### config.mk
export PLATFORM = sky130hd
export DESIGN_NAME = power_on_start_sequencer
export DESIGN_NICKNAME = d
export VERILOG_FILES = /design/src/pkg/power_seq_pkg.sv /design/src/pkg/supply_if.sv /design/src/hdl/sync2.sv /design/src/hdl/brownout_filter.sv /design/src/hdl/power_on_start_sequencer.sv
export VERILOG_INCLUDE_DIRS = /design/src /design/src/pkg
export SDC_FILE = /design/constraint.sdc
export NUM_CORES = 1
export LEC_CHECK = 0
export BUFFER_PORTS_ARGS = -buffer_cell sky130_fd_sc_hd__buf_2
export CORE_UTILIZATION = 30
export DETAILED_ROUTE_END_ITERATION = 16
export GPL_ROUTABILITY_DRIVEN = 1
export PLACE_DENSITY = 0.49
export SETUP_SLACK_MARGIN = 0.5
export SLEW_MARGIN = 20
export SYNTH_ARGS = -nofsm -noshare
export SYNTH_HDL_FRONTEND = slang
export SYNTH_SLANG_ARGS = --single-unit
### constraint.sdc
create_clock -name aclk -period 2.2 [get_ports aclk]
set_input_delay 0.11 -clock aclk [delete_from_list [all_inputs] [get_ports aclk]]
set_output_delay 0.11 -clock aclk [all_outputs]
set_load 0.005 [all_outputs]
### src/pkg/power_seq_cfg.svh
// constants for the power-on start sequencer: timing, register map, fields
`ifndef POWER_SEQ_CFG_SVH
`define POWER_SEQ_CFG_SVH

// clock rate and documented intervals
`define CLK_MHZ            200
`define SETTLE_US          26
`define LOOP_US            80
`define BROWN_US           20
`define SETTLE_CYCLES      (`SETTLE_US * `CLK_MHZ)
`define LOOP_CYCLES        (`LOOP_US * `CLK_MHZ)
`define BROWN_CYCLES       (`BROWN_US * `CLK_MHZ)
`define ELAPSED_W          15
`define BROWN_W            12

// register map, byte addresses
`define ADDR_W             8
`define REG_CTRL           8'h00
`define REG_STATUS         8'h04
`define REG_IRQ_STATUS     8'h08
`define REG_IRQ_CLEAR      8'h0C
`define REG_IRQ_ENABLE     8'h10

// fields
`define CTRL_RESTART_BIT   0
`define IRQ_W              4
`define IRQ_LOOP_BIT       0
`define IRQ_BROWN_BIT      1
`define IRQ_LOW_BIT        2
`define IRQ_SEARCH_BIT     3
`define IRQ_EN_RESET       4'h0

// bus responses
`define RESP_OKAY          2'h0
`define RESP_SLVERR        2'h2

`endif

### src/pkg/power_seq_pkg.sv
// types shared by the power-on start sequencer
package power_seq_pkg;
    typedef enum logic [2:0] {
        ST_POWER_WAIT,
        ST_SETTLE,
        ST_SENSOR_UP,
        ST_SEARCH,
        ST_DEGAUSS_CHK,
        ST_DEGAUSS,
        ST_LOOP_WAIT,
        ST_RUN
    } seq_state_t;
endpackage

### src/pkg/supply_if.sv
// supply indications passed between sequencer and brownout filter
`timescale 1ns/1ps
interface supply_if;
    logic under_upper;
    logic brownout;
    modport filt (input under_upper, output brownout);
    modport seq  (output under_upper, input brownout);
endinterface

### src/hdl/sync2.sv
// two-flop synchroniser for asynchronous pin inputs
`timescale 1ns/1ps
module sync2 #(
    parameter int W = 1
) (
    // clock and reset
    input  wire logic         aclk,
    input  wire logic         aresetn,
    input  wire logic         ce,
    // data
    input  wire logic [W-1:0] d,
    output logic      [W-1:0] q
);
    logic [W-1:0] meta_r;

    // first stage feeds only the second stage
    always_ff @(posedge aclk) begin
        if (!aresetn) begin
            meta_r <= '0;
            q      <= '0;
        end else if (ce) begin
            meta_r <= d;
            q      <= meta_r;
        end
    end
endmodule

### src/hdl/brownout_filter.sv
// brownout filter: flags a dip below the upper threshold lasting too long
`timescale 1ns/1ps
`include "power_seq_cfg.svh"
module brownout_filter (
    // clock and reset
    input  wire logic aclk,
    input  wire logic aresetn,
    input  wire logic ce,
    // supply indications
    supply_if.filt    sup
);
    localparam logic [`BROWN_W-1:0] LIMIT = `BROWN_W'(`BROWN_CYCLES);
    logic [`BROWN_W-1:0] cnt_r;

    always_ff @(posedge aclk) begin
        if (!aresetn) begin
            cnt_r        <= '0;
            sup.brownout <= 1'b0;
        end else if (ce) begin
            if (!sup.under_upper) begin
                cnt_r        <= '0;
                sup.brownout <= 1'b0;  // short dips vanish here
            end else if (cnt_r == LIMIT) begin
                sup.brownout <= 1'b1;
            end else begin
                cnt_r <= cnt_r + 1'b1;
            end
        end
    end

    brown_limit_a: assert property (
        @(posedge aclk) disable iff (!aresetn)
        sup.brownout |-> cnt_r == LIMIT)
        else $error("brownout flagged before the filter time");
    short_dip_a: assert property (
        @(posedge aclk) disable iff (!aresetn)
        (ce && !sup.under_upper) |=> !sup.brownout)
        else $error("brownout flagged while supply was good");
endmodule

### src/hdl/power_on_start_sequencer.sv
// power-on and brownout start sequencer with axi4-lite register access
//
// The AXI4-Lite register port and the register offsets were chosen for this implementation.
`timescale 1ns/1ps
`include "power_seq_cfg.svh"
module power_on_start_sequencer #(
    parameter int SETTLE_CYCLES = `SETTLE_CYCLES,
    parameter int LOOP_CYCLES   = `LOOP_CYCLES
) (
    // clock, reset, enable
    input  wire logic                aclk,
    input  wire logic                aresetn,
    input  wire logic                ce,
    // supply comparators and front end
    input  wire logic                supply_above_upper,
    input  wire logic                supply_above_lower,
    input  wire logic                sensor_saturated,
    input  wire logic                search_done,
    input  wire logic                core_degauss_request,
    input  wire logic                degauss_done,
    input  wire logic                loop_drive_a,
    input  wire logic                loop_drive_b,
    // sequence outputs
    output logic                     sensor_power_en,
    output logic                     search_start,
    output logic                     degauss_start,
    output logic                     loop_enable,
    output logic                     coil_drive_a,
    output logic                     coil_drive_b,
    output logic                     fault_flag_n,
    output logic                     irq,
    // axi4-lite write
    input  wire logic [`ADDR_W-1:0]  s_axi_awaddr,
    input  wire logic                s_axi_awvalid,
    output logic                     s_axi_awready,
    input  wire logic [31:0]         s_axi_wdata,
    input  wire logic [3:0]          s_axi_wstrb,
    input  wire logic                s_axi_wvalid,
    output logic                     s_axi_wready,
    output logic [1:0]               s_axi_bresp,
    output logic                     s_axi_bvalid,
    input  wire logic                s_axi_bready,
    // axi4-lite read
    input  wire logic [`ADDR_W-1:0]  s_axi_araddr,
    input  wire logic                s_axi_arvalid,
    output logic                     s_axi_arready,
    output logic [31:0]              s_axi_rdata,
    output logic [1:0]               s_axi_rresp,
    output logic                     s_axi_rvalid,
    input  wire logic                s_axi_rready
);
    localparam logic [`ELAPSED_W-1:0] SETTLE_CNT = SETTLE_CYCLES[`ELAPSED_W-1:0];
    localparam logic [`ELAPSED_W-1:0] LOOP_CNT   = LOOP_CYCLES[`ELAPSED_W-1:0];

    power_seq_pkg::seq_state_t state_r;
    logic [`ELAPSED_W-1:0]     elapsed_r;
    logic [7:0]                pins_s;
    logic                      above_upper_s;
    logic                      above_lower_s;
    logic                      saturated_s;
    logic                      search_done_s;
    logic                      degauss_req_s;
    logic                      degauss_done_s;
    logic                      drive_a_s;
    logic                      drive_b_s;
    logic                      low_trip;
    logic                      restart;
    logic                      soft_restart_r;
    logic [`IRQ_W-1:0]         irq_status_r;
    logic [`IRQ_W-1:0]         irq_en_r;
    logic [`IRQ_W-1:0]         irq_clr;
    logic [`IRQ_W-1:0]         events;
    logic [`ADDR_W-1:0]        awaddr_r;
    logic [31:0]               wdata_r;
    logic [3:0]                wstrb_r;
    logic                      do_write;

    // register decode shared by the read and write paths
    function automatic logic addr_hit(input logic [`ADDR_W-1:0] a);
        addr_hit = (a == `REG_CTRL) || (a == `REG_STATUS) || (a == `REG_IRQ_STATUS)
                || (a == `REG_IRQ_CLEAR) || (a == `REG_IRQ_ENABLE);
    endfunction

    // every pin is asynchronous to aclk
    sync2 #(.W(8)) u_sync (
        .aclk    (aclk),
        .aresetn (aresetn),
        .ce      (ce),
        .d       ({supply_above_upper, supply_above_lower, sensor_saturated, search_done,
                   core_degauss_request, degauss_done, loop_drive_a, loop_drive_b}),
        .q       (pins_s)
    );
    assign {above_upper_s, above_lower_s, saturated_s, search_done_s,
            degauss_req_s, degauss_done_s, drive_a_s, drive_b_s} = pins_s;

    supply_if sup ();
    assign sup.under_upper = !above_upper_s;

    brownout_filter u_filt (
        .aclk    (aclk),
        .aresetn (aresetn),
        .ce      (ce),
        .sup     (sup)
    );

    // lower comparator trips with no filtering
    assign low_trip = !above_lower_s;
    // any reset source sends the sequence back to its start
    assign restart  = low_trip || sup.brownout || soft_restart_r;

    // sequence state machine
    always_ff @(posedge aclk) begin
        if (!aresetn) begin
            state_r <= power_seq_pkg::ST_POWER_WAIT;
        end else if (ce) begin
            if (restart) begin
                state_r <= power_seq_pkg::ST_POWER_WAIT;
            end else begin
                unique case (state_r)
                    power_seq_pkg::ST_POWER_WAIT: begin
                        if (above_upper_s) state_r <= power_seq_pkg::ST_SETTLE;
                    end
                    // sensor power only after settle time
                    power_seq_pkg::ST_SETTLE: begin
                        if (elapsed_r >= SETTLE_CNT) state_r <= power_seq_pkg::ST_SENSOR_UP;
                    end
                    power_seq_pkg::ST_SENSOR_UP: begin
                        state_r <= saturated_s ? power_seq_pkg::ST_SEARCH
                                               : power_seq_pkg::ST_DEGAUSS_CHK;
                    end
                    power_seq_pkg::ST_SEARCH: begin
                        if (search_done_s) state_r <= power_seq_pkg::ST_DEGAUSS_CHK;
                    end
                    // degauss request picks the next step
                    power_seq_pkg::ST_DEGAUSS_CHK: begin
                        state_r <= degauss_req_s ? power_seq_pkg::ST_DEGAUSS
                                                 : power_seq_pkg::ST_LOOP_WAIT;
                    end
                    power_seq_pkg::ST_DEGAUSS: begin
                        if (degauss_done_s) state_r <= power_seq_pkg::ST_RUN;
                    end
                    // without degauss, loop enables at 80us
                    power_seq_pkg::ST_LOOP_WAIT: begin
                        if (elapsed_r >= LOOP_CNT) state_r <= power_seq_pkg::ST_RUN;
                    end
                    power_seq_pkg::ST_RUN: begin
                        state_r <= power_seq_pkg::ST_RUN;
                    end
                endcase
            end
        end
    end

    // elapsed time since power-on, saturating at the loop time
    always_ff @(posedge aclk) begin
        if (!aresetn) begin
            elapsed_r <= '0;
        end else if (ce) begin
            if (restart || state_r == power_seq_pkg::ST_POWER_WAIT) begin
                elapsed_r <= '0;
            end else if (elapsed_r < LOOP_CNT) begin
                elapsed_r <= elapsed_r + 1'b1;
            end
        end
    end

    // outputs registered; coils forced low and fault low until run
    always_ff @(posedge aclk) begin
        if (!aresetn) begin
            sensor_power_en <= 1'b0;
            search_start    <= 1'b0;
            degauss_start   <= 1'b0;
            loop_enable     <= 1'b0;
            coil_drive_a    <= 1'b0;
            coil_drive_b    <= 1'b0;
            fault_flag_n    <= 1'b0;
        end else if (ce) begin
            sensor_power_en <= state_r != power_seq_pkg::ST_POWER_WAIT
                            && state_r != power_seq_pkg::ST_SETTLE;
            search_start    <= state_r == power_seq_pkg::ST_SEARCH;
            degauss_start   <= state_r == power_seq_pkg::ST_DEGAUSS;
            loop_enable     <= state_r == power_seq_pkg::ST_RUN;
            coil_drive_a    <= state_r == power_seq_pkg::ST_RUN && drive_a_s;
            coil_drive_b    <= state_r == power_seq_pkg::ST_RUN && drive_b_s;
            fault_flag_n    <= state_r == power_seq_pkg::ST_RUN;
        end
    end

    // interrupt events, one cycle each
    always_comb begin
        events = '0;
        events[`IRQ_LOOP_BIT]   = ce && !restart
            && ((state_r == power_seq_pkg::ST_LOOP_WAIT && elapsed_r >= LOOP_CNT)
             || (state_r == power_seq_pkg::ST_DEGAUSS && degauss_done_s));
        events[`IRQ_BROWN_BIT]  = ce && sup.brownout
            && state_r != power_seq_pkg::ST_POWER_WAIT;
        events[`IRQ_LOW_BIT]    = ce && low_trip && state_r != power_seq_pkg::ST_POWER_WAIT;
        events[`IRQ_SEARCH_BIT] = ce && !restart && saturated_s
            && state_r == power_seq_pkg::ST_SENSOR_UP;
    end

    // sticky status; a new event beats a clear in the same cycle
    always_ff @(posedge aclk) begin
        if (!aresetn) begin
            irq_status_r <= '0;
            irq          <= 1'b0;
        end else if (ce) begin
            irq_status_r <= (irq_status_r & ~irq_clr) | events;
            irq          <= |(irq_status_r & irq_en_r);
        end
    end

    // write path: each channel's ready doubles as its empty flag
    assign do_write = ce && !s_axi_awready && !s_axi_wready && !s_axi_bvalid;
    always_ff @(posedge aclk) begin
        if (!aresetn) begin
            s_axi_awready <= 1'b1;
            s_axi_wready  <= 1'b1;
            s_axi_bvalid  <= 1'b0;
            s_axi_bresp   <= `RESP_OKAY;
            awaddr_r      <= '0;
            wdata_r       <= '0;
            wstrb_r       <= '0;
        end else if (ce) begin
            if (s_axi_awvalid && s_axi_awready) begin
                awaddr_r      <= s_axi_awaddr;
                s_axi_awready <= 1'b0;
            end
            if (s_axi_wvalid && s_axi_wready) begin
                wdata_r      <= s_axi_wdata;
                wstrb_r      <= s_axi_wstrb;
                s_axi_wready <= 1'b0;
            end
            if (do_write) begin
                s_axi_bvalid <= 1'b1;
                s_axi_bresp  <= addr_hit(awaddr_r) ? `RESP_OKAY : `RESP_SLVERR;
            end
            if (s_axi_bvalid && s_axi_bready) begin
                s_axi_bvalid  <= 1'b0;
                s_axi_awready <= 1'b1;
                s_axi_wready  <= 1'b1;
            end
        end
    end

    // write effects: only byte lane 0 carries control bits
    assign irq_clr = (do_write && awaddr_r == `REG_IRQ_CLEAR && wstrb_r[0])
                   ? wdata_r[`IRQ_W-1:0] : '0;
    always_ff @(posedge aclk) begin
        if (!aresetn) begin
            irq_en_r       <= `IRQ_EN_RESET;
            soft_restart_r <= 1'b0;
        end else if (ce) begin
            soft_restart_r <= do_write && awaddr_r == `REG_CTRL && wstrb_r[0]
                           && wdata_r[`CTRL_RESTART_BIT];
            if (do_write && awaddr_r == `REG_IRQ_ENABLE && wstrb_r[0]) begin
                irq_en_r <= wdata_r[`IRQ_W-1:0];
            end
        end
    end

    // read path: one read outstanding, data captured at address take
    always_ff @(posedge aclk) begin
        if (!aresetn) begin
            s_axi_arready <= 1'b1;
            s_axi_rvalid  <= 1'b0;
            s_axi_rdata   <= 32'h0000_0000;
            s_axi_rresp   <= `RESP_OKAY;
        end else if (ce) begin
            if (s_axi_arvalid && s_axi_arready) begin
                s_axi_arready <= 1'b0;
                s_axi_rvalid  <= 1'b1;
                s_axi_rresp   <= addr_hit(s_axi_araddr) ? `RESP_OKAY : `RESP_SLVERR;
                unique case (s_axi_araddr)
                    `REG_STATUS:     s_axi_rdata <= {25'h000_0000, fault_flag_n, loop_enable,
                                                     sensor_power_en, 1'b0, state_r};
                    `REG_IRQ_STATUS: s_axi_rdata <= {28'h000_0000, irq_status_r};
                    `REG_IRQ_ENABLE: s_axi_rdata <= {28'h000_0000, irq_en_r};
                    default:         s_axi_rdata <= 32'h0000_0000;
                endcase
            end else if (s_axi_rvalid && s_axi_rready) begin
                s_axi_rvalid  <= 1'b0;
                s_axi_arready <= 1'b1;
            end
        end
    end

    por_start_a: assert property (
        @(posedge aclk) disable iff (!aresetn)
        (ce && !restart && state_r == power_seq_pkg::ST_POWER_WAIT && above_upper_s)
        |=> (state_r == power_seq_pkg::ST_SETTLE && elapsed_r == '0))
        else $error("power-on did not start the sequence");
    settle_wait_a: assert property (
        @(posedge aclk) disable iff (!aresetn)
        $rose(sensor_power_en) |-> ($past(elapsed_r) >= SETTLE_CNT))
        else $error("sensor powered before settle time");
    search_launch_a: assert property (
        @(posedge aclk) disable iff (!aresetn)
        (ce && !restart && state_r == power_seq_pkg::ST_SENSOR_UP && saturated_s)
        |=> state_r == power_seq_pkg::ST_SEARCH ##1 (!$past(ce) || search_start))
        else $error("saturation did not launch search");
    degauss_step_a: assert property (
        @(posedge aclk) disable iff (!aresetn)
        (ce && !restart && state_r == power_seq_pkg::ST_DEGAUSS_CHK)
        |=> (state_r == ($past(degauss_req_s) ? power_seq_pkg::ST_DEGAUSS
                                              : power_seq_pkg::ST_LOOP_WAIT)))
        else $error("degauss request not followed");
    loop_time_a: assert property (
        @(posedge aclk) disable iff (!aresetn)
        $rose(loop_enable) && $past(state_r, 2) == power_seq_pkg::ST_LOOP_WAIT
        |-> $past(elapsed_r, 2) >= LOOP_CNT)
        else $error("loop enabled before 80us without degauss");
    hold_outputs_a: assert property (
        @(posedge aclk) disable iff (!aresetn)
        ($past(ce) && $past(state_r) != power_seq_pkg::ST_RUN)
        |-> (!coil_drive_a && !coil_drive_b && !fault_flag_n && !loop_enable))
        else $error("coil drive or fault released during start-up");
    low_reset_a: assert property (
        @(posedge aclk) disable iff (!aresetn)
        (ce && low_trip) |=> state_r == power_seq_pkg::ST_POWER_WAIT)
        else $error("low supply did not reset at once");
    rerun_a: assert property (
        @(posedge aclk) disable iff (!aresetn)
        (ce && sup.brownout) |=> (state_r == power_seq_pkg::ST_POWER_WAIT && elapsed_r == '0))
        else $error("brownout did not restart the sequence");
    timer_bound_a: assert property (
        @(posedge aclk) disable iff (!aresetn)
        (elapsed_r <= LOOP_CNT) and (ce && state_r == power_seq_pkg::ST_SETTLE
        && !restart |=> elapsed_r == $past(elapsed_r) + 1'b1))
        else $error("interval counter misbehaved");

    reach_run_c: cover property (@(posedge aclk) disable iff (!aresetn) $rose(loop_enable));
    search_c: cover property (@(posedge aclk) disable iff (!aresetn) $rose(search_start));
    degauss_c: cover property (@(posedge aclk) disable iff (!aresetn) $rose(degauss_start));
    brownout_c: cover property (@(posedge aclk) disable iff (!aresetn)
        sup.brownout && loop_enable);
endmodule

==> qor.yml <==
run_status: "completed"
max_cap_viol_count: 0
cts_root_buf: "clkbuf_16"
grt_max_degree: 47
max_slew.worst_pin.slew_ns: 0.5185
crit_arrival_ns: 1.87
crit_chain: "or3_4, nor2b_4, buf_12, a2111oi_4, xnor2_1, nor2_2"
die_span_in_x_um: 121.6
globalRouteTotalUtil_pct: 13.13
tritoncts: "built"
syn_to_final_growth_pct: 17.49
rsz0062_at_grt: "true"
postSynth.topFlopCell: "dfxtp_1"
worst_hold_slack_ns: 0.03341
hp-class: "in -> reg"
rr_startpoint: "state_r[1]$_SDFFE_PN0P_"
netlist_top_cells_area: "dfxtp_1, mux2i_1, nor2b_1"
detail_route.vias_per_cell: 4.658
place_hpwl_um: 6587
post_synth_instance_area_um2: 4293
worstReg2RegEnd: "elapsed_r[9]$_SDFFE_PN0P_"
postRouteAntennaNets: 0
antenna_violations_before_repair: 0
floorplan.initialDensity_pct: 30.81
share_of_post_route_cells_with_drive_strength_above_1_pct: 18.98
finalSetupTns_ns: 0
syn_inst: 470
critical_path.slowest_cell: "or3_4"
req_time_crit_path_ns: 2.41
finalNetCount: 600
regToRegSetupSlack_ns: 0.54
switching_share_pct: 21.70
worstPathMaxFanout: 9
hold_viol: 0
clkSlewWorstSetupHoldPaths_ns: 0.06
finalNonFillerCells: 713
grt_remaining_overflow: 0
timing.max_slew.rel_slack_pct: 65.33
first_pass_grt_wire_length_um: 15320
routabilityCongestion: 0.8259
dpl.cell_count: 695
synth_seq_area_share_pct: 41.50
tritoncts.num_buffers: 9
maxSlewViolCount: 0
power.density_nw_per_um2: 681.8
critPathKind: "reg -> reg"
synth_enable_flop_cells: 0
clock_latency_ns: 0.33
core_um2: 13930
net-switching-power_mw: 0.7460
top_level_ports: 117
htree_num_levels: 3
number_of_drc_violations_after_detailed_routing_iteration_0: 171
clock-skew-final_ns: 0.005867
netlist_top_cells_count: "dfxtp_1, nor2b_1, mux2i_1"
capture_endpoint_of_the_worst_hold_path: "wstrb_r[0]$_SDFFE_PN0P_"
finalSetupViolCount: 0
wl_per_cell_um: 12.82
drcViolationCount: 0
achievable-frequency_mhz: 603.6
first_pass_iters: 4
p_clk_share_pct: 44.4
final_critical_path_setup_slack_ns: 0.5432
peakVddDrop_mv: 0.5262
crit_path_start_kind: "flip-flop"
synth_seq_cells: 89
critPathCaptureType: "flip-flop"
seq_power_share_pct: 48.9
detail_route.wirelength_um: 9141
synth_cell_types: 57
min_period_ns: 1.657
cts_buffer_depth: 2
hold_path_startpoint: "s_axi_wstrb[0]"
critPathMaxStageDelay_ns: 0.40
power_report.internal_total_mw: 2.692
numClockSinks: 89
syn_avg_cell_area_um2: 9.134
route.vias.total: 3321
p_comb_share_pct: 6.6
synth_largest_type_area_fraction_pct: 41.50
ff2ff_path_depth: 6
asyncSetResetFlopFracSynth_pct: 0
worstHoldPathCells: 3
pre_cts_slack_ns: 0.1393
p_leak_nw: 2.006
worstPathBufferInverterCount: 1
yosysWarningCount: 0
post-synth-top-count-cell: "dfxtp_1"
timing.final.crit_share_pct: 75.31
port_buffers: 58
finish.utilization_pct: 36.19
die_area_um2: 14790
cp_num_cells: 6
first_global_vias: 3131
timing.critical_path.max_delay_family: "simple AND/OR/NAND/NOR gates"
placement_rows: 43
die_y_um: 121.6
yosys.area.top_type: "dfxtp_1"
[logic make-up after synthesis]
| family | share of synthesized area [%] |
|---|---|
| AO/OA/AOI/OAI | 13.70 |
| XOR/XNOR | 3.876 |
| adder cells (fa/ha/maj) | 1.166 |
| buffers and inverters | 8.102 |
| flip-flops | 41.50 |
| multiplexers | 8.627 |
| other | 0.08735 |
| AND/OR/NAND/NOR | 22.94 |
[layout make-up]
| type | count | area (um2) |
|---|---|---|
| clock buffer | 13 | 260.3 |
| tap | 180 | 225.2 |
| sequential | 89 | 1782 |
| clock inverter | 2 | 37.54 |
| multi-input combinational | 347 | 2291 |
| timing repair buffer | 72 | 411.6 |
| antenna | 1 | 2.502 |
| inverter | 9 | 33.78 |
| fill | 1436 | 8891 |
[worst min-delay path: stages]
cell,delay [ns]
buf_2,0.07
mux2i_1,0.05
nor2b_1,0.09
[per-stage QoR]
step / total power [mW] / area [um2]
detailed placement: 1.946 / 4682
floorplan: 1.895 / 4390
global route: 3.599 / 5041
CTS: 3.495 / 5017
finish: 3.439 / 5044
global placement: 1.941 / 4682
[power by group through the flow]
stage | Sequential, mW | Clock, mW | Combinational, mW
2_1_floorplan | 1.71 | 0 | 0.186
3_3_place_gp | 1.72 | 0 | 0.224
3_5_place_dp | 1.72 | 0 | 0.228
4_1_cts | 1.68 | 1.58 | 0.231
5_1_grt | 1.69 | 1.65 | 0.262
6_report | 1.68 | 1.53 | 0.228
[metal layers]
metal  GRT usage, %  vias up  share of wire [%]
met5              0        -                  0
met4          4.707        0                1.4
met3          3.605       10                3.9
met2          21.45       71                 47
met1          16.47     1539                 48
li1               -     1701                  -
[cells in the final DEF, fill, tap and decap left out, drive strengths merged, types with 2 or more instances in the layout]
cell type and count:
buf 72, clkbuf 13, a21boi 8, or3 6
dfxtp 89, o21ai 19, a31oi 6, inv 9
o211a 3, o211ai 2, nand2b 5, ha 4
nor4b 2, nand4 8, a21oi 14, a2111oi 2
nor3 4, a21o 2, nor2 35, xnor2 11
and3 3, a22oi 7, a211oi 4, nor2b 47
a22o 4, and4 2, o21a 4, or2 2
nor4 4, nor3b 2, mux2i 37, xor2 8
nand3 20, nand4b 4, conb 27, nand2 29
[how the worst max path moves through the flow]
stage / slack (ns) / end / from
after floorplan: 0.58 / elapsed_r[10]$_SDFFE_PN0P_ / state_r[0]$_SDFFE_PN0P_
after global placement: 0.20 / elapsed_r[0]$_SDFFE_PN0P_ / state_r[0]$_SDFFE_PN0P_
after detailed placement: 0.14 / elapsed_r[7]$_SDFFE_PN0P_ / state_r[0]$_SDFFE_PN0P_
after CTS: 0.50 / elapsed_r[12]$_SDFFE_PN0P_ / state_r[0]$_SDFFE_PN0P_
after global routing: 0.49 / u_filt.cnt_r[2]$_SDFFE_PN0P_ / u_filt.cnt_r[0]$_SDFFE_PN0P_
final: 0.54 / elapsed_r[9]$_SDFFE_PN0P_ / state_r[1]$_SDFFE_PN0P_
[sequential cells by signal, summed over array words and instances (netlist names), 3 cells and up]
| register | count |
|---|---|
| awaddr_r | 8 |
| elapsed_r | 15 |
| irq_en_r | 4 |
| irq_status_r | 4 |
| s_axi_rdata | 6 |
| state_r | 3 |
| u_filt.cnt_r | 12 |
| u_sync.meta_r | 8 |
| u_sync.q | 8 |
| wdata_r | 4 |
[what timing repair did]
item	in CTS	in global routing
gates cloned	0	0
hold buffers	0	0
gates resized for setup	3	5
buffers inserted	1	1
hold endpoints to repair	0	0
pin swaps	2	3
endpoints found under the setup margin	17	15
(Power assumes the default switching activity.)
